**src/common/iem_pkg.sv**
```systemverilog
/*
 * Constants, types and state layout for the I2C EEPROM master controller.
 * Assumes a 200 MHz system clock; long waits are overridable at the top module.
 */
package iem_pkg;

    localparam int unsigned IEM_CLK_MHZ  = 200;
    localparam int unsigned IEM_SCL_KHZ  = 100;
    localparam int unsigned IEM_TBUF_NS  = 4700;
    localparam int unsigned IEM_T30_MS   = 30;
    localparam int unsigned IEM_TIDLE_MS = 4;
    localparam int unsigned IEM_TARB_MS  = 1920;

    // Half of the 100 kHz bit period; quarter places repeated START and STOP edges
    localparam logic [9:0]  IEM_HALF_CYC  = 10'(IEM_CLK_MHZ * 1000 / (2 * IEM_SCL_KHZ));
    localparam logic [9:0]  IEM_QTR_CYC   = 10'(IEM_CLK_MHZ * 1000 / (4 * IEM_SCL_KHZ));
    localparam logic [31:0] IEM_TBUF_CYC  = 32'((IEM_TBUF_NS * IEM_CLK_MHZ + 999) / 1000);
    localparam logic [31:0] IEM_T30_CYC   = 32'(IEM_T30_MS * IEM_CLK_MHZ * 1000);
    localparam logic [31:0] IEM_TIDLE_CYC = 32'(IEM_TIDLE_MS * IEM_CLK_MHZ * 1000);
    localparam logic [31:0] IEM_TARB_CYC  = 32'(IEM_TARB_MS * IEM_CLK_MHZ * 1000);

    localparam logic [1:0]  IEM_CMD_READ   = 2'h0;
    localparam logic [1:0]  IEM_CMD_WRITE  = 2'h1;
    localparam logic [1:0]  IEM_CMD_RELOAD = 2'h2;
    localparam logic [3:0]  IEM_CTRL_CODE  = 4'hA;
    localparam logic [3:0]  IEM_ACK_BIT    = 4'h8;

    typedef enum logic [6:0] {
        ST_IDLE   = 7'h01,
        ST_LOAD   = 7'h02,
        ST_WFREE  = 7'h04,
        ST_START  = 7'h08,
        ST_SEND   = 7'h10,
        ST_RSTART = 7'h20,
        ST_STOP   = 7'h40
    } iem_st_t;

    typedef enum logic [7:0] {
        PH_CW   = 8'h01,
        PH_AH   = 8'h02,
        PH_AL   = 8'h04,
        PH_DATA = 8'h08,
        PH_CR   = 8'h10,
        PH_RD   = 8'h20,
        PH_POLL = 8'h40,
        PH_FIN  = 8'h80
    } iem_ph_t;

    typedef enum logic [2:0] {
        SP_LOW  = 3'h1,
        SP_RISE = 3'h2,
        SP_HIGH = 3'h4
    } iem_sp_t;

    typedef struct packed {
        iem_st_t     st;
        iem_ph_t     ph;
        iem_sp_t     sp;
        logic [3:0]  bitn;
        logic [9:0]  cnt;
        logic [31:0] stc;
        logic [31:0] ptc;
        logic [31:0] atc;
        logic [31:0] bcc;
        logic [7:0]  sh;
        logic [7:0]  data;
        logic        busy;
        logic        tout;
        logic        lreq;
        logic        scl_d;
        logic        sda_d;
        logic        nack;
        logic        won;
        logic        bus_busy;
        logic        stop_seen;
        logic        init;
        logic [1:0]  scl_s;
        logic [1:0]  sda_s;
        logic        scl_p;
        logic        sda_p;
    } iem_state_t;

    localparam iem_state_t IEM_RST = '{st: ST_IDLE, ph: PH_CW, sp: SP_LOW,
                                       bus_busy: 1'b1, init: 1'b1, default: '0};

    function automatic logic [31:0] iem_sat(input logic [31:0] v);
        iem_sat = (v == 32'hFFFF_FFFF) ? v : v + 32'h0000_0001;
    endfunction : iem_sat

endpackage : iem_pkg

```
**src/rtl/iem_ctrl.sv**
```systemverilog
/*
 * Standard-mode I2C master for single byte reads and writes of a serial EEPROM,
 * with bus-busy tracking, clock synchronisation, arbitration and timeouts.
 * Assumes open-drain pads resolved outside; command fields held while BUSY.
 */
`timescale 1ns/1ps

module iem_ctrl
    import iem_pkg::*;
#(
    parameter logic [31:0] T30_CYC   = IEM_T30_CYC,
    parameter logic [31:0] TIDLE_CYC = IEM_TIDLE_CYC,
    parameter logic [31:0] TARB_CYC  = IEM_TARB_CYC
) (
    input  wire logic        CLK_SYS,
    input  wire logic        RST_B,
    input  wire logic        CE,
    input  wire logic [1:0]  CMD_SEL,
    input  wire logic [15:0] LOC,
    input  wire logic [7:0]  WDATA,
    input  wire logic        WDATA_LD,
    input  wire logic        BUSY_SET,
    input  wire logic        TIMEOUT_CLR,
    input  wire logic        ADDR2,
    input  wire logic        MGMT_I2C,
    input  wire logic        LOAD_DONE,
    input  wire logic        SCL_I,
    output logic             SCL_O,
    output logic             SCL_OE_B,
    input  wire logic        SDA_I,
    output logic             SDA_O,
    output logic             SDA_OE_B,
    output logic             BUSY,
    output logic             TIMEOUT,
    output logic [7:0]       RDATA,
    output logic             LOAD_REQ
);

    iem_state_t q_ff;
    iem_state_t nxt_q;
    logic       scl_i;
    logic       sda_i;
    logic       start_det;
    logic       stop_det;
    logic       abort;
    logic       lost;
    logic       bit_end;
    logic       go_byte;
    iem_ph_t    nph;

    function automatic logic [7:0] iem_byte(
        input iem_ph_t     p,
        input logic [15:0] loc,
        input logic [7:0]  d,
        input logic        a2
    );
        case (p)
            PH_CW:   iem_byte = {IEM_CTRL_CODE, a2 ? 3'h0 : loc[10:8], 1'b0};
            PH_AH:   iem_byte = loc[15:8];
            PH_AL:   iem_byte = loc[7:0];
            PH_DATA: iem_byte = d;
            PH_CR:   iem_byte = {IEM_CTRL_CODE, a2 ? 3'h0 : loc[10:8], 1'b1};
            PH_POLL: iem_byte = {IEM_CTRL_CODE, 3'h0, 1'b0};
            default: iem_byte = 8'h00;
        endcase
    endfunction : iem_byte

    assign scl_i     = q_ff.scl_s[1];
    assign sda_i     = q_ff.sda_s[1];
    assign start_det = scl_i & q_ff.scl_p & q_ff.sda_p & ~sda_i;
    assign stop_det  = scl_i & q_ff.scl_p & ~q_ff.sda_p & sda_i;

    always_comb begin
        nxt_q   = q_ff;
        abort   = 1'b0;
        lost    = 1'b0;
        bit_end = 1'b0;
        go_byte = 1'b0;
        nph     = q_ff.ph;

        // Pins pass two flops before any logic looks at them
        nxt_q.scl_s = {q_ff.scl_s[0], SCL_I};
        nxt_q.sda_s = {q_ff.sda_s[0], SDA_I};
        nxt_q.scl_p = scl_i;
        nxt_q.sda_p = sda_i;
        nxt_q.lreq  = 1'b0;
        nxt_q.init  = 1'b0;
        nxt_q.ptc   = iem_sat(q_ff.ptc);

        if (scl_i && sda_i) begin
            nxt_q.bcc = iem_sat(q_ff.bcc);
        end else begin
            nxt_q.bcc = 32'h0000_0000;
        end
        if (stop_det) begin
            nxt_q.stop_seen = 1'b1;
            nxt_q.bcc       = 32'h0000_0000;
        end
        // free after STOP or long idle
        if (q_ff.bus_busy && ((q_ff.stop_seen && q_ff.bcc >= IEM_TBUF_CYC) || q_ff.bcc >= TIDLE_CYC)) begin
            nxt_q.bus_busy = 1'b0;
        end
        if (q_ff.init && !MGMT_I2C) begin
            nxt_q.bus_busy = 1'b0;
        end
        if (start_det) begin
            nxt_q.bus_busy  = 1'b1;
            nxt_q.stop_seen = 1'b0;
        end

        if (TIMEOUT_CLR) begin
            nxt_q.tout = 1'b0;
        end
        if (WDATA_LD && !q_ff.busy) begin
            nxt_q.data = WDATA;
        end

        if (q_ff.st != ST_IDLE && q_ff.st != ST_LOAD && !q_ff.won) begin
            nxt_q.atc = iem_sat(q_ff.atc);
            if (q_ff.atc >= TARB_CYC) begin
                abort = 1'b1;
            end
        end

        // Shared bit engine for data bits, repeated START and STOP
        if (q_ff.st == ST_SEND || q_ff.st == ST_RSTART || q_ff.st == ST_STOP) begin
            case (q_ff.sp)
                SP_LOW: begin
                    nxt_q.scl_d = 1'b1;
                    nxt_q.cnt   = q_ff.cnt + 10'h001;
                    if (q_ff.st == ST_STOP) begin
                        nxt_q.sda_d = 1'b1;
                    end else if (q_ff.st == ST_SEND && q_ff.bitn != IEM_ACK_BIT && q_ff.ph != PH_RD) begin
                        nxt_q.sda_d = ~q_ff.sh[7];
                    end else begin
                        nxt_q.sda_d = 1'b0;
                    end
                    if (q_ff.cnt == IEM_HALF_CYC - 10'h001) begin
                        nxt_q.scl_d = 1'b0;
                        nxt_q.sp    = SP_RISE;
                        nxt_q.cnt   = 10'h000;
                        nxt_q.stc   = 32'h0000_0000;
                    end
                end
                SP_RISE: begin
                    if (scl_i) begin
                        nxt_q.sp  = SP_HIGH;
                        nxt_q.cnt = 10'h000;
                    end else begin
                        nxt_q.stc = iem_sat(q_ff.stc);
                        if (q_ff.stc >= T30_CYC) begin
                            abort = 1'b1;
                        end
                    end
                end
                SP_HIGH: begin
                    nxt_q.cnt = q_ff.cnt + 10'h001;
                    if (q_ff.cnt == 10'h000 && q_ff.st == ST_SEND) begin
                        if (q_ff.bitn == IEM_ACK_BIT) begin
                            nxt_q.nack = sda_i;
                        end else if (q_ff.ph == PH_RD) begin
                            nxt_q.sh = {q_ff.sh[6:0], sda_i};
                        end else if (!q_ff.sda_d && !sda_i) begin
                            lost = 1'b1;
                        end
                    end
                    if (q_ff.cnt == IEM_QTR_CYC && q_ff.st != ST_SEND) begin
                        nxt_q.sda_d = (q_ff.st == ST_RSTART);
                    end
                    if (!scl_i && q_ff.cnt != 10'h000) begin
                        bit_end = 1'b1;
                    end
                    if (q_ff.cnt == IEM_HALF_CYC - 10'h001) begin
                        bit_end = 1'b1;
                    end
                end
                default: begin
                    nxt_q.sp = SP_LOW;
                end
            endcase
        end

        case (q_ff.st)
            ST_IDLE: begin
                if (BUSY_SET) begin
                    nxt_q.busy = 1'b1;
                    nxt_q.won  = 1'b0;
                    nxt_q.atc  = 32'h0000_0000;
                    nxt_q.ph   = PH_CW;
                    case (CMD_SEL)
                        IEM_CMD_READ: begin
                            nxt_q.st = ST_WFREE;
                        end
                        IEM_CMD_WRITE: begin
                            nxt_q.st = ST_WFREE;
                        end
                        IEM_CMD_RELOAD: begin
                            nxt_q.st   = ST_LOAD;
                            nxt_q.lreq = 1'b1;
                        end
                        default: begin
                            nxt_q.busy = 1'b0;
                        end
                    endcase
                end
            end
            ST_LOAD: begin
                if (LOAD_DONE) begin
                    nxt_q.busy = 1'b0;
                    nxt_q.st   = ST_IDLE;
                end
            end
            ST_WFREE: begin
                if (!q_ff.bus_busy && scl_i && sda_i) begin
                    nxt_q.st    = ST_START;
                    nxt_q.sda_d = 1'b1;
                    nxt_q.cnt   = 10'h000;
                end
            end
            ST_START: begin
                nxt_q.cnt = q_ff.cnt + 10'h001;
                if (q_ff.cnt == IEM_HALF_CYC - 10'h001) begin
                    nxt_q.scl_d = 1'b1;
                    go_byte     = 1'b1;
                end
            end
            ST_SEND: begin
                if (bit_end && q_ff.bitn != IEM_ACK_BIT) begin
                    nxt_q.bitn  = q_ff.bitn + 4'h1;
                    nxt_q.sp    = SP_LOW;
                    nxt_q.cnt   = 10'h000;
                    nxt_q.scl_d = 1'b1;
                    if (q_ff.ph != PH_RD) begin
                        nxt_q.sh = {q_ff.sh[6:0], 1'b0};
                    end
                end else if (bit_end) begin
                    nxt_q.scl_d = 1'b1;
                    nxt_q.sp    = SP_LOW;
                    nxt_q.cnt   = 10'h000;
                    case (q_ff.ph)
                        PH_CW: begin
                            nxt_q.won = 1'b1;
                            nph       = ADDR2 ? PH_AH : PH_AL;
                            go_byte   = 1'b1;
                        end
                        PH_AH: begin
                            nph     = PH_AL;
                            go_byte = 1'b1;
                        end
                        PH_AL: begin
                            if (CMD_SEL == IEM_CMD_WRITE) begin
                                nph     = PH_DATA;
                                go_byte = 1'b1;
                            end else begin
                                nxt_q.st = ST_RSTART;
                            end
                        end
                        PH_DATA: begin
                            nxt_q.ph  = PH_POLL;
                            nxt_q.st  = ST_STOP;
                            nxt_q.ptc = 32'h0000_0000;
                            nxt_q.atc = 32'h0000_0000;
                        end
                        PH_CR: begin
                            nph     = PH_RD;
                            go_byte = 1'b1;
                        end
                        PH_RD: begin
                            nxt_q.data = q_ff.sh;
                            nxt_q.st   = ST_STOP;
                        end
                        PH_POLL: begin
                            nxt_q.won = 1'b1;
                            if (!q_ff.nack) begin
                                nxt_q.ph = PH_FIN;
                                nxt_q.st = ST_RSTART;
                            end else begin
                                nxt_q.st = ST_STOP;
                            end
                        end
                        default: begin
                            nxt_q.st = ST_STOP;
                        end
                    endcase
                    if (q_ff.nack && q_ff.ph != PH_RD && q_ff.ph != PH_POLL) begin
                        abort = 1'b1;
                    end
                    // timer checked only after a nack
                    if (q_ff.nack && q_ff.ph == PH_POLL && q_ff.ptc >= T30_CYC) begin
                        abort = 1'b1;
                    end
                end
            end
            ST_RSTART: begin
                if (bit_end) begin
                    nxt_q.scl_d = 1'b1;
                    nxt_q.sp    = SP_LOW;
                    nxt_q.cnt   = 10'h000;
                    if (q_ff.ph == PH_FIN) begin
                        nxt_q.st = ST_STOP;
                    end else begin
                        nph     = PH_CR;
                        go_byte = 1'b1;
                    end
                end
            end
            ST_STOP: begin
                if (bit_end) begin
                    nxt_q.scl_d = 1'b0;
                    nxt_q.sda_d = 1'b0;
                    nxt_q.sp    = SP_LOW;
                    nxt_q.cnt   = 10'h000;
                    if (q_ff.ph == PH_POLL) begin
                        nxt_q.st  = ST_WFREE;
                        nxt_q.won = 1'b0;
                    end else begin
                        nxt_q.st   = ST_IDLE;
                        nxt_q.busy = 1'b0;
                    end
                end
            end
            default: begin
                nxt_q.st = ST_IDLE;
            end
        endcase

        if (go_byte) begin
            nxt_q.st   = ST_SEND;
            nxt_q.ph   = nph;
            nxt_q.sp   = SP_LOW;
            nxt_q.bitn = 4'h0;
            nxt_q.cnt  = 10'h000;
            nxt_q.sh   = iem_byte(nph, LOC, q_ff.data, ADDR2);
        end

        if (lost) begin
            nxt_q.scl_d = 1'b0;
            nxt_q.sda_d = 1'b0;
            nxt_q.won   = 1'b0;
            nxt_q.st    = ST_WFREE;
            nxt_q.ph = (q_ff.ph == PH_POLL) ? PH_POLL : PH_CW;
        end

        if (abort) begin
            nxt_q.st    = ST_IDLE;
            nxt_q.busy  = 1'b0;
            nxt_q.tout  = 1'b1;
            nxt_q.scl_d = 1'b0;
            nxt_q.sda_d = 1'b0;
        end
    end

    always_ff @(posedge CLK_SYS or negedge RST_B) begin
        if (!RST_B) begin
            q_ff <= IEM_RST;
        end else if (CE) begin
            q_ff <= nxt_q;
        end
    end

    assign SCL_O    = 1'b0;
    assign SDA_O    = 1'b0;
    assign SCL_OE_B = ~q_ff.scl_d;
    assign SDA_OE_B = ~q_ff.sda_d;
    assign BUSY     = q_ff.busy;
    assign TIMEOUT  = q_ff.tout;
    assign RDATA    = q_ff.data;
    assign LOAD_REQ = q_ff.lreq;

endmodule : iem_ctrl

```
**config.mk**
```make
export PLATFORM = sky130hd
export DESIGN_NAME = iem_ctrl
export DESIGN_NICKNAME = d
export VERILOG_FILES = /design/src/common/iem_pkg.sv /design/src/rtl/iem_ctrl.sv
export SDC_FILE = /design/constraint.sdc
export NUM_CORES = 1
export LEC_CHECK = 0
export ABC_AREA = 1
export BUFFER_PORTS_ARGS = -buffer_cell sky130_fd_sc_hd__buf_4
export CORE_ASPECT_RATIO = 1.4
export CORE_MARGIN = 3
export CORE_UTILIZATION = 46
export CTS_CLUSTER_SIZE = 20
export DETAILED_ROUTE_END_ITERATION = 7
export PLACE_DENSITY = 0.62
export REMOVE_ABC_BUFFERS = 1
export SLEW_MARGIN = 0
export SYNTH_ARGS = -nofsm -noshare
export SYNTH_HDL_FRONTEND = slang
export SYNTH_SLANG_ARGS = --single-unit
export TNS_END_PERCENT = 50
```
**constraint.sdc**
```tcl
create_clock -name CLK_SYS -period 3.3 [get_ports CLK_SYS]
set_input_delay 0.165 -clock CLK_SYS [delete_from_list [all_inputs] [get_ports CLK_SYS]]
set_output_delay 0.165 -clock CLK_SYS [all_outputs]
set_load 0.02 [all_outputs]
```
== After elaboration in Yosys (flattened, before gate mapping) ==
Cells that the tools add are included.

* Add/sub/neg operators: 6
* Equality and inequality tests: 70
* Reductions and logical operators: 58
* Multiplexer cells: 147
* Order comparisons: 5
* Bitwise gates (word level): 10

{| class="wikitable"
|+ Operators with widths
! operator !! number
|-
| $mux W32 || 11
|-
| $mux W64 || 3
|-
| $mux W8 || 18
|-
| $add A32 B1 Y32 const B || 4
|-
| $eq A32 B32 Y1 const B || 4
|-
| $pmux W32 S2 || 2
|-
| $mux W42 || 2
|-
| $ge A32 B23 Y1 const B || 2
|-
| $mux W7 || 9
|-
| $mux W1 || 58
|-
| $pmux W7 S7 || 1
|-
| $pmux W8 S2 || 3
|-
| $pmux W8 S6 || 1
|-
| $mux W15 || 3
|-
| $ne A5 B5 Y1 const B || 9
|-
| $mux W10 || 4
|-
| $pmux W10 S4 || 1
|-
| $ge A32 B10 Y1 const B || 1
|-
| $ge A32 B20 Y1 const B || 1
|-
| $ge A32 B29 Y1 const B || 1
|-
| $pmux W8 S4 || 1
|-
| $ne A3 B3 Y1 const B || 10
|-
| $pmux W10 S3 || 1
|-
| $mux W3 || 9
|-
| other kinds (68) || 137
|}

* Logic and storage cells: 321
* Output and inout port bits: 15
* Register bits after elaboration: 192

== Depth between registers and ports, before layout ==
Gate-level depths: netlist of run 1.

* Depth after elaboration: 15
* Gate-level depth with buffers: 22

== Worst setup path before layout of run 1 ==
OpenSTA, ideal clock, no wires.

* Path kind: register to register
* Start point: register q_ff[170] (netlist name)
* End point: register q_ff[27] (netlist name)
* Data required time: 3.223 ns
* Cell stages (with the launch flop): 17
* Library setup time: 0.077 ns
* Period minus slack after synthesis: 2.339 ns
* Path slack: 0.961 ns
* Buffers on the path: 1
* Arrival time: 2.261 ns
* Path through: dfrtp_1 inv_1 ha_1 nand3_1 inv_2 nand4_2 o21bai_4 nand3_2 nand2_1 nand2_1 nor2_4 buf_6 nand3_1 nand2_1 nand3b_1 nand2_1 a21oi_1

* Longest elaborated chain between the ends: 9

{| class="wikitable"
|+ RTL lines
! item !! line !! RTL
|-
| start, declared || iem_ctrl.sv:39 || <nowiki>iem_state_t q_ff;</nowiki>
|-
| start signal, assigned || iem_ctrl.sv:357 || <nowiki>q_ff <= nxt_q;</nowiki>
|-
| branches (longest 8 deep; another with $mux W8) || -- ||
|-
| $mux W8 (*) || iem_ctrl.sv:327 || <nowiki>if (go_byte) begin</nowiki>
|}

Mark *: on every way between the ends.
A chain may end at the register's enable or synchronous reset.

== Worst setup path in the final report of run 1 ==
* Start point: register q_ff[186] (netlist name)
* End point: register q_ff[145] (netlist name)

* Longest elaborated chain between the ends: 4

{| class="wikitable"
|+ RTL lines
! item !! line !! RTL
|-
| $eq A7 B5 Y1 / $eq A7 B6 Y1 (equally long branches) || iem_ctrl.sv:126 || <nowiki>if (q_ff.st == ST_SEND || q_ff.st == ST_RSTART || q_ff.st == ST_STOP) begin</nowiki>
|-
| $logic_or A1 B1 Y1 || iem_ctrl.sv:126 ||
|-
| $logic_or A1 B1 Y1 (*) || iem_ctrl.sv:126 ||
|-
| $reduce_and A6 Y1 (no line) (*) || -- ||
|}

Mark *: on every way between the ends. The rest lies on a longest branch, timed or not.

==> results by group, run 1 <==
Detailed routing
  • WL per Instance: 16.1 µm
  • DR pass1 iterations: 8
  • Via/cell ratio: 5.46
  • Vias: 12300
  • Number of DRC markers in iteration 0: 798
  • WL final: 36300 µm
  • Drt drc: 0
  • Detail Route Antenna Nets: 0

Logic synthesis
  • Post-synth top cells: 365 x nand2_1, 259 x inv_1, 208 x nor2_1, 187 x dfrtp_1, 122 x o21ai_0
  • Mapped Area: 0.0128 mm²
  • Yosys warnings: 0
  • Number of synthesized flops with an enable pin: 0
  • Seq cells post-synth: 192
  • Synth cell types: 68
  • Synth top area cells: dfrtp_1 37%, nand2_1 11%, inv_1 7.6%
  • Synth Flop Type: dfrtp_1
  • Post-synth top area cell: dfrtp_1
  • Synth Area per Inst: 7.04 µm²
  • Synth top area share: 0.367
  • Async set-or-reset flop fraction in the synthesized netlist: 1.00
  • Post-synthesis sequential area ratio: 0.377
  • Top-count cell post-synth: nand2_1
  • Syn Inst Count: 1813

Setup path
  • Worst-path fanout max: 11
  • Crit path required time: 3.65 ns
  • Crit end category: flop
  • CP startpoint kind: flop
  • Critical path arrival: 3.31 ns
  • Setup CP Type: flop to flop
  • Worst Reg-to-Reg Cells: 16

Global routing
  • First-pass GRT wire length: 60700 µm
  • Largest net degree at the start of global routing: 98
  • GRT Util Overall: 0.247
  • Initial antenna violation count: 0
  • Total grt overflow: 0
  • Vias in the first global route: 12100

Floorplanning
  • DIE AREA: 0.0298 mm²
  • Io pins: 52
  • Core area: 0.0271 mm²
  • Die width: 147 µm
  • Die Y: 203 µm
  • Row count: 71
  • Initial Utilization: 0.471

Timing
  • Tcrit/Tclk final: 0.897
  • Endpoints failing setup: 0
  • Fin crit period: 2.96 ns
  • Slew @ Worst Pin: 1.02 ns
  • RSZ-0062 raised after global routing: false
  • Clock skew: 0.0146 ns
  • Max Slew Vio Count: 0
  • Final hold vios: 0
  • Setup TNS: 0 ns
  • Max Freq: 338 MHz
  • Slew headroom: 0.317

CTS
  • CTS HTree Levels: 4
  • CTS clk-pin slew, worst paths: 0.08 ns
  • CTS tree: done
  • CTS buffer count: 17
  • Number of clock sinks: 192
  • Root Driver: clkbuf_16
  • Clock Tree Buf Depth: 2
  • Worst skew pair latency: 0.45 ns

Finish
  • Share of cells above drive strength 1: 0.107
  • Area growth, synth to finish: 12.2%
  • ANT cells: 0
  • Fill count: 2745
  • Core Util, Final: 0.529
  • Nets: 1930
  • Final Instance Area: 0.0143 mm²

Placed design
  • Hpwl dp: 27900 µm
  • Post-DP Area: 0.0136 mm²
  • Port bufs: 49
  • GPL Wtd Cong: 0.997

Power and ir drop
  • PwrDens: 489 mW/mm²
  • P_leak: 6.49 nW
  • Peak VDD IR: 0.000389 V

Min path
  • Worst min path class: input port to flop
  • Hold path cells: 4

Flow run
  • Max-cap violations: 0

Status
  • Status: complete, no violations
[flip-flops by register name, summed over array words and instances, names as in the netlist]
name      count
nxt_q         4
RDATA         8
LOAD_REQ      1
q_ff        177
BUSY          1
TIMEOUT       1
[power by group]
group	internal, mW	switching [mW]
clock	1.14	1.01
combinational	0.683	1.36
sequential	2.58	0.232
[cell families after synthesis]
group	Yosys count	share of synthesized area
AND/OR/NAND/NOR	934	0.336
other	1	0.000294
AO/OA/AOI/OAI	303	0.142
adder cells (fa/ha/maj)	12	0.0118
flip-flops	192	0.377
XOR/XNOR	46	0.0316
buffers and inverters	321	0.0988
multiplexers	4	0.00333
[cells in the final DEF, fill, tap and decap left out, types with 4 or more instances in the layout]
cell	instances
xnor2_1	12
o21ai_0	122
o22ai_1	18
nor2_2	15
dlygate4sd3_1	5
nand4_1	47
o21a_1	5
o211ai_1	7
buf_4	80
dfstp_2	5
inv_2	22
dfrtp_1	187
nand2_2	9
a31oi_1	12
nand2_1	365
and3_1	4
nor3_1	93
a21oi_1	70
o21bai_1	4
a221oi_1	4
nor4_1	39
clkbuf_16	17
a22oi_1	4
o31ai_1	18
nor3_2	5
or2_2	4
xor2_1	34
clkinv_4	4
nor2_1	207
nor2_4	5
nand3b_1	6
o2111ai_1	5
nand3_1	114
ha_1	12
o21ai_1	5
inv_1	259
a211oi_1	11
[through the flow]
stage	power, mW	worst slack, ns	cells	hold slack (ns)
floorplan	4.15	0.577	1775	-0.131
global placement	4.83	0.422	2219	0.315
detailed placement	4.84	0.379	2219	0.317
CTS	7.03	0.337	2256	0.00497
global route	7.45	0.00170	2259	0.0439
finish	7.01	0.341	2259	0.0246
[layer usage]
metal  GRT usage  wire [µm]
met3      0.0371       1450
met2       0.436      18400
met1       0.304      15300
met5           0          0
met4      0.0935       1160
[area by class of cell]
class | count | area [µm²] | area share
clock buffers | 17 | 425 | 0.0297
clock inverters | 15 | 184 | 0.0128
multi-input cells | 1301 | 6710 | 0.468
repair buffers | 87 | 684 | 0.0478
inverters | 282 | 1060 | 0.0739
flip-flops and latches | 192 | 4810 | 0.336
well taps | 365 | 457 | 0.0319
[worst paths after layout]
| check | startpoint | endpoint | slack (ns) |
|---|---|---|---|
| worst max-delay path | q_ff[186] | q_ff[145] | 0.34 |
| worst min-delay path | CMD_SEL[0] | q_ff[186] | 0.02 |
| worst max register to register | q_ff[186] | q_ff[145] | 0.34 |
| worst min register to register | q_ff[6] | q_ff[6] | 0.47 |
| max in group asynchronous | RST_B | q_ff[177] | 2.00 |
| min in group asynchronous | RST_B | q_ff[141] | 0.34 |
[critical path: stages (launching register included)]
cell and delay [ns]:
dfrtp_1 0.42, inv_2 0.10, nand2_4 0.07, nor2_4 0.14, nand2_1 0.17, nand3_4 0.19
buf_4 0.21, nand2_1 0.14, nor2_1 0.25, nand4_1 0.17, nor2_1 0.22, nand2_1 0.12
nor2_1 0.19, nand2_1 0.12, nor2_1 0.14, and3_1 0.16, nor2_1 0.04
[what timing repair did]
action,in CTS,in global routing
resized for setup,0,2
hold endpoints to repair,97,0
buffers inserted,0,3
setup endpoints to repair,0,1
hold buffers,5,0
Power figures use the tool's default switching activity.
==> run 2: changes to the inputs <==
Settings changed: CELL_PAD_IN_SITES_DETAIL_PLACEMENT set to 1, CELL_PAD_IN_SITES_GLOBAL_PLACEMENT set to 2, CORE_UTILIZATION 46 to 36, PLACE_DENSITY 0.62 to 0.8.
==> results by group, run 2 (synthesis results as in run 1) <==
Status
  • Status: complete, no violations

Timing
  • Fin crit period: 3.02 ns
  • Slew @ Worst Pin: 1.15 ns
  • Setup TNS: 0 ns
  • Slew headroom: 0.233
  • Endpoints failing setup: 0
  • Max Slew Vio Count: 0
  • Clock skew: 0.0141 ns
  • RSZ-0062 raised after global routing: false
  • Final hold vios: 0
  • Tcrit/Tclk final: 0.915
  • Max Freq: 331 MHz

CTS
  • Worst skew pair latency: 0.46 ns
  • PostCTS Resize Cnt: 0
  • Clock Tree Buf Depth: 2
  • CTS buffer count: 17
  • CTS clk-pin slew, worst paths: 0.08 ns
  • Number of clock sinks: 192
  • Root Driver: clkbuf_16
  • CTS tree: done
  • CTS HTree Levels: 4

Detailed routing
  • Via/cell ratio: 5.31
  • Vias: 12500
  • DR pass1 iterations: 5
  • WL per Instance: 17.8 µm
  • Detail Route Antenna Nets: 0
  • Number of DRC markers in iteration 0: 613
  • WL final: 42000 µm
  • Drt drc: 0

Setup path
  • Worst path top cell family by delay: simple AND/OR/NAND/NOR gates
  • Crit end category: flop
  • CP peak stage delay: 0.43 ns
  • Worst-path fanout max: 28
  • Setup CP Type: flop to flop
  • WP buf/inv: 6
  • Cell Chain, Critical Path: inv_1 -> nand3_1 -> inv_1 -> nand2_2 -> nand3_4 -> buf_4 -> nand2_1 -> nor2_1 -> buf_4 -> inv_2 -> nor2_2 -> inv_2 -> o21ai_1 -> a22oi_1
  • Crit path required time: 3.63 ns
  • Critical path arrival: 3.35 ns
  • CP startpoint kind: flop
  • Slowest cell on the critical path: dfrtp_1

Floorplanning
  • Die width: 165 µm
  • Row count: 81
  • DIE AREA: 0.0378 mm²
  • Initial Utilization: 0.365
  • Io pins: 52
  • Core area: 0.0350 mm²
  • Die Y: 229 µm

Finish
  • Share of cells above drive strength 1: 0.110
  • Core Util, Final: 0.415
  • Nets: 1935
  • Most frequent cells in the layout: 365 x nand2_1, 258 x inv_1, 208 x nor2_1
  • Max reg flops: 177
  • Top reg by flops: q_ff
  • Area growth, synth to finish: 13.7%
  • Most common cell after layout, fill and taps aside: nand2_1

Global routing
  • Total grt overflow: 0
  • First-pass GRT wire length: 69500 µm
  • Initial antenna violation count: 0
  • Largest net degree at the start of global routing: 81
  • GRT Util Overall: 0.229
  • Vias in the first global route: 13400

Placed design
  • GPL Wtd Cong: 0.916
  • Hpwl dp: 32600 µm
  • Port bufs: 49

Power and ir drop
  • P_leak: 6.54 nW
  • PwrDens: 500 mW/mm²
  • Peak VDD IR: 0.000385 V

Min path
  • Worst min path class: input port to flop

Flow run
  • Max-cap violations: 0
run 2: changes by cell type in the layout (fill, tap and decap cells not counted), sizes merged:
cell / delta
inv: +1
diode: +1
buf: +7
clkinv: -4
dlygate4sd3: -1
bufinv: +2
run 2: final cells by class:
cell class | instances | area, µm²
diodes | 1 | 2.50
inverters | 282 | 1060
fillers | 4505 | 20400
well taps | 456 | 571
multi-input cells | 1301 | 6700
clock buffers | 18 | 439
clock inverters | 14 | 204
repair buffers | 92 | 733
flip-flops and latches | 192 | 4810
run 2: tightest hold or removal path, delay by kind of cell:
family / cells / cell delay [ns]
buffers and inverters: 1 / 0.12
and+or+nand+nor: 2 / 0.18
run 2: worst paths after layout:
| check | end | slack [ns] | startpoint | cells after the start |
|---|---|---|---|---|
| max in group asynchronous | q_ff[27] | 2.10 | RST_B | 3 |
| max reg2reg | q_ff[136] | 0.28 | q_ff[191] | 14 |
| min in group asynchronous | q_ff[121] | 0.32 | RST_B | 2 |
| max | q_ff[136] | 0.28 | q_ff[191] | 14 |
| min reg2reg | q_ff[6] | 0.47 | q_ff[6] | 2 |
| min | LOAD_REQ | 0.05 | BUSY_SET | 3 |
run 2: layer usage:
layer	global-route usage	wire length, µm	vias to the layer above	part of all wire
li1	-	-	6160	-
met1	0.276	18100	6154	0.43
met2	0.412	21800	134	0.52
met3	0.0315	882	58	0.021
met4	0.0726	1180	0	0.028
met5	0	0	-	0
run 2: timing repair:
action | in CTS | in global routing
hold buffers | 4 | 0
setup buffers | 0 | 4
endpoints found under the hold margin | 76 | 0
endpoints found under the setup margin | 0 | 5
run 2: through the flow:
stage / total power [mW] / instance area, µm² / worst slack (ns) / cells / hold WS, ns
final: 7.26 / 14500 / 0.281 / 2356 / 0.0544
after global routing: 7.73 / 14500 / 0.00146 / 2355 / 0.0312
after CTS: 7.26 / 14500 / 0.268 / 2351 / 0.0140
after detailed placement: 4.91 / 13800 / 0.281 / 2315 / 0.214
after global placement: 4.87 / 13800 / 0.352 / 2315 / 0.219
after floorplan: 4.15 / 12600 / 0.577 / 1775 / -0.131
run 2: where the power goes:
part	switching, mW	internal (mW)
Combinational	1.41	0.706
Clock	1.02	1.31
Sequential	0.227	2.58
Total	2.66	4.59
==> run 3: changes to the inputs <==
Settings changed: REMOVE_ABC_BUFFERS 1 to unset.
==> results by group, run 3 (synthesis results as in run 1) <==
CTS
  • CTS clk-pin slew, worst paths: 0.07 ns
  • Clock Tree Buf Depth: 2
  • CTS tree: done
  • CTS HTree Levels: 4
  • CTS buffer count: 17
  • Worst skew pair latency: 0.46 ns
  • Root Driver: clkbuf_16
  • Number of clock sinks: 192

Timing
  • Slew @ Worst Pin: 0.806 ns
  • Max Freq: 328 MHz
  • Final hold vios: 0
  • Clock skew: 0.0136 ns
  • Max Slew Vio Count: 0
  • Setup TNS: 0 ns
  • Slew headroom: 0.454
  • Tcrit/Tclk final: 0.923
  • Fin crit period: 3.04 ns
  • RSZ-0062 raised after global routing: false
  • Endpoints failing setup: 0

Status
  • Status: complete, no violations

Setup path
  • CP startpoint kind: flop
  • Slowest cell on the critical path: dfrtp_1
  • CP peak stage delay: 0.45 ns
  • Setup CP Type: flop to flop
  • WP buf/inv: 4
  • Crit path required time: 3.69 ns
  • Cell Chain, Critical Path: inv_2 -> nand2_1 -> nor2_4 -> nand2_2 -> buf_4 -> inv_1 -> nand2_1 -> nor4_4 -> nor2_1 -> a21oi_1 -> nand2_1 -> a21oi_1 -> nand2_1 -> inv_2 -> o21ai_2 -> nor2_1 -> nor2_1
  • Cell repeated most along the worst path: nand2_1
  • Critical path arrival: 3.43 ns
  • Worst-path fanout max: 12
  • Worst path top cell family by delay: simple AND/OR/NAND/NOR gates
  • Crit end category: flop

Detailed routing
  • Detail Route Antenna Nets: 0
  • WL per Instance: 18.5 µm
  • Number of DRC markers in iteration 0: 564
  • DR pass1 iterations: 5
  • Vias: 12600
  • Drt drc: 0
  • Via/cell ratio: 5.36
  • WL final: 43500 µm

Finish
  • Fill count: 4504
  • Final Instance Area: 0.0145 mm²
  • ANT cells: 0
  • Max reg flops: 177
  • Area growth, synth to finish: 13.7%
  • Top reg by flops: q_ff
  • Most common cell after layout, fill and taps aside: nand2_1
  • Share of cells above drive strength 1: 0.110
  • Fin cells: 2358
  • Most frequent cells in the layout: 365 x nand2_1, 258 x inv_1, 208 x nor2_1
  • Nets: 1938
  • Core Util, Final: 0.415

Floorplanning
  • DIE AREA: 0.0378 mm²
  • Initial Utilization: 0.365
  • Die width: 165 µm
  • Io pins: 52
  • Core area: 0.0350 mm²
  • Die Y: 229 µm
  • Row count: 81

Global routing
  • Total grt overflow: 0
  • First-pass GRT wire length: 72100 µm
  • GRT Util Overall: 0.239
  • Initial antenna violation count: 0
  • Vias in the first global route: 13600
  • Largest net degree at the start of global routing: 82

Power and ir drop
  • Final total power: 7.21 mW
  • Peak VDD IR: 0.000307 V
  • P_leak: 6.54 nW
  • PwrDens: 496 mW/mm²

Min path
  • Worst min path class: input port to flop

Placed design
  • Hpwl dp: 34000 µm
  • Port bufs: 49
  • Post-DP Area: 0.0138 mm²
  • Placed cell count: 2319
  • GPL Wtd Cong: 0.911

Flow run
  • Max-cap violations: 0
## run 3: cell type report
class	count	area [µm²]	area share
repair buffers	95	757	0.0521
well taps	456	571	0.0393
clock inverters	15	191	0.0132
inverters	282	1060	0.0729
clock buffers	17	425	0.0293
multi-input cells	1301	6710	0.462
flip-flops and latches	192	4810	0.331
## run 3: through the flow
stage	worst slack (ns)	hold slack, ns
after floorplan	0.961	-0.131
after global placement	0.151	0.285
after detailed placement	0.204	0.298
after CTS	0.177	0.0235
after global routing	0.0165	0.0594
final	0.256	0.0491
## run 3: repair_timing
action,CTS,global route
hold buffers,5,0
setup endpoints to repair,0,10
buffers inserted,0,2
hold endpoints to repair,79,0
gates resized for setup,0,1
## run 3: path summary, 6_finish.rpt
check / start / to / slack (ns) / depth (start not counted)
max reg2reg: q_ff[187] / q_ff[177] / 0.26 / 17
min in group asynchronous: RST_B / q_ff[35] / 0.34 / 2
min: CMD_SEL[0] / LOAD_REQ / 0.05 / 4
min reg2reg: q_ff[6] / q_ff[6] / 0.46 / 2
max in group asynchronous: RST_B / q_ff[185] / 2.10 / 3
max: q_ff[187] / q_ff[177] / 0.26 / 17
## run 3: power by group
group | switching (mW) | total [mW] | leakage [nW] | internal (mW)
registers | 0.256 | 2.84 | 2.51 | 2.58
logic | 1.43 | 2.14 | 3.73 | 0.707
clock network | 1.07 | 2.23 | 0.300 | 1.16
## run 3: metal layers
metal / track usage / share of wire / vias to the layer above
li1: - / - / 6176
met1: 0.286 / 0.42 / 6204
met2: 0.431 / 0.52 / 187
met3: 0.0315 / 0.026 / 73
met4: 0.0865 / 0.034 / 0
met5: 0 / 0 / -
## run 3: worst min-delay path, delay by kind of cell
family | cells | cell delay (ns)
buffers and inverters | 1 | 0.11
AND/OR/NAND/NOR | 3 | 0.18
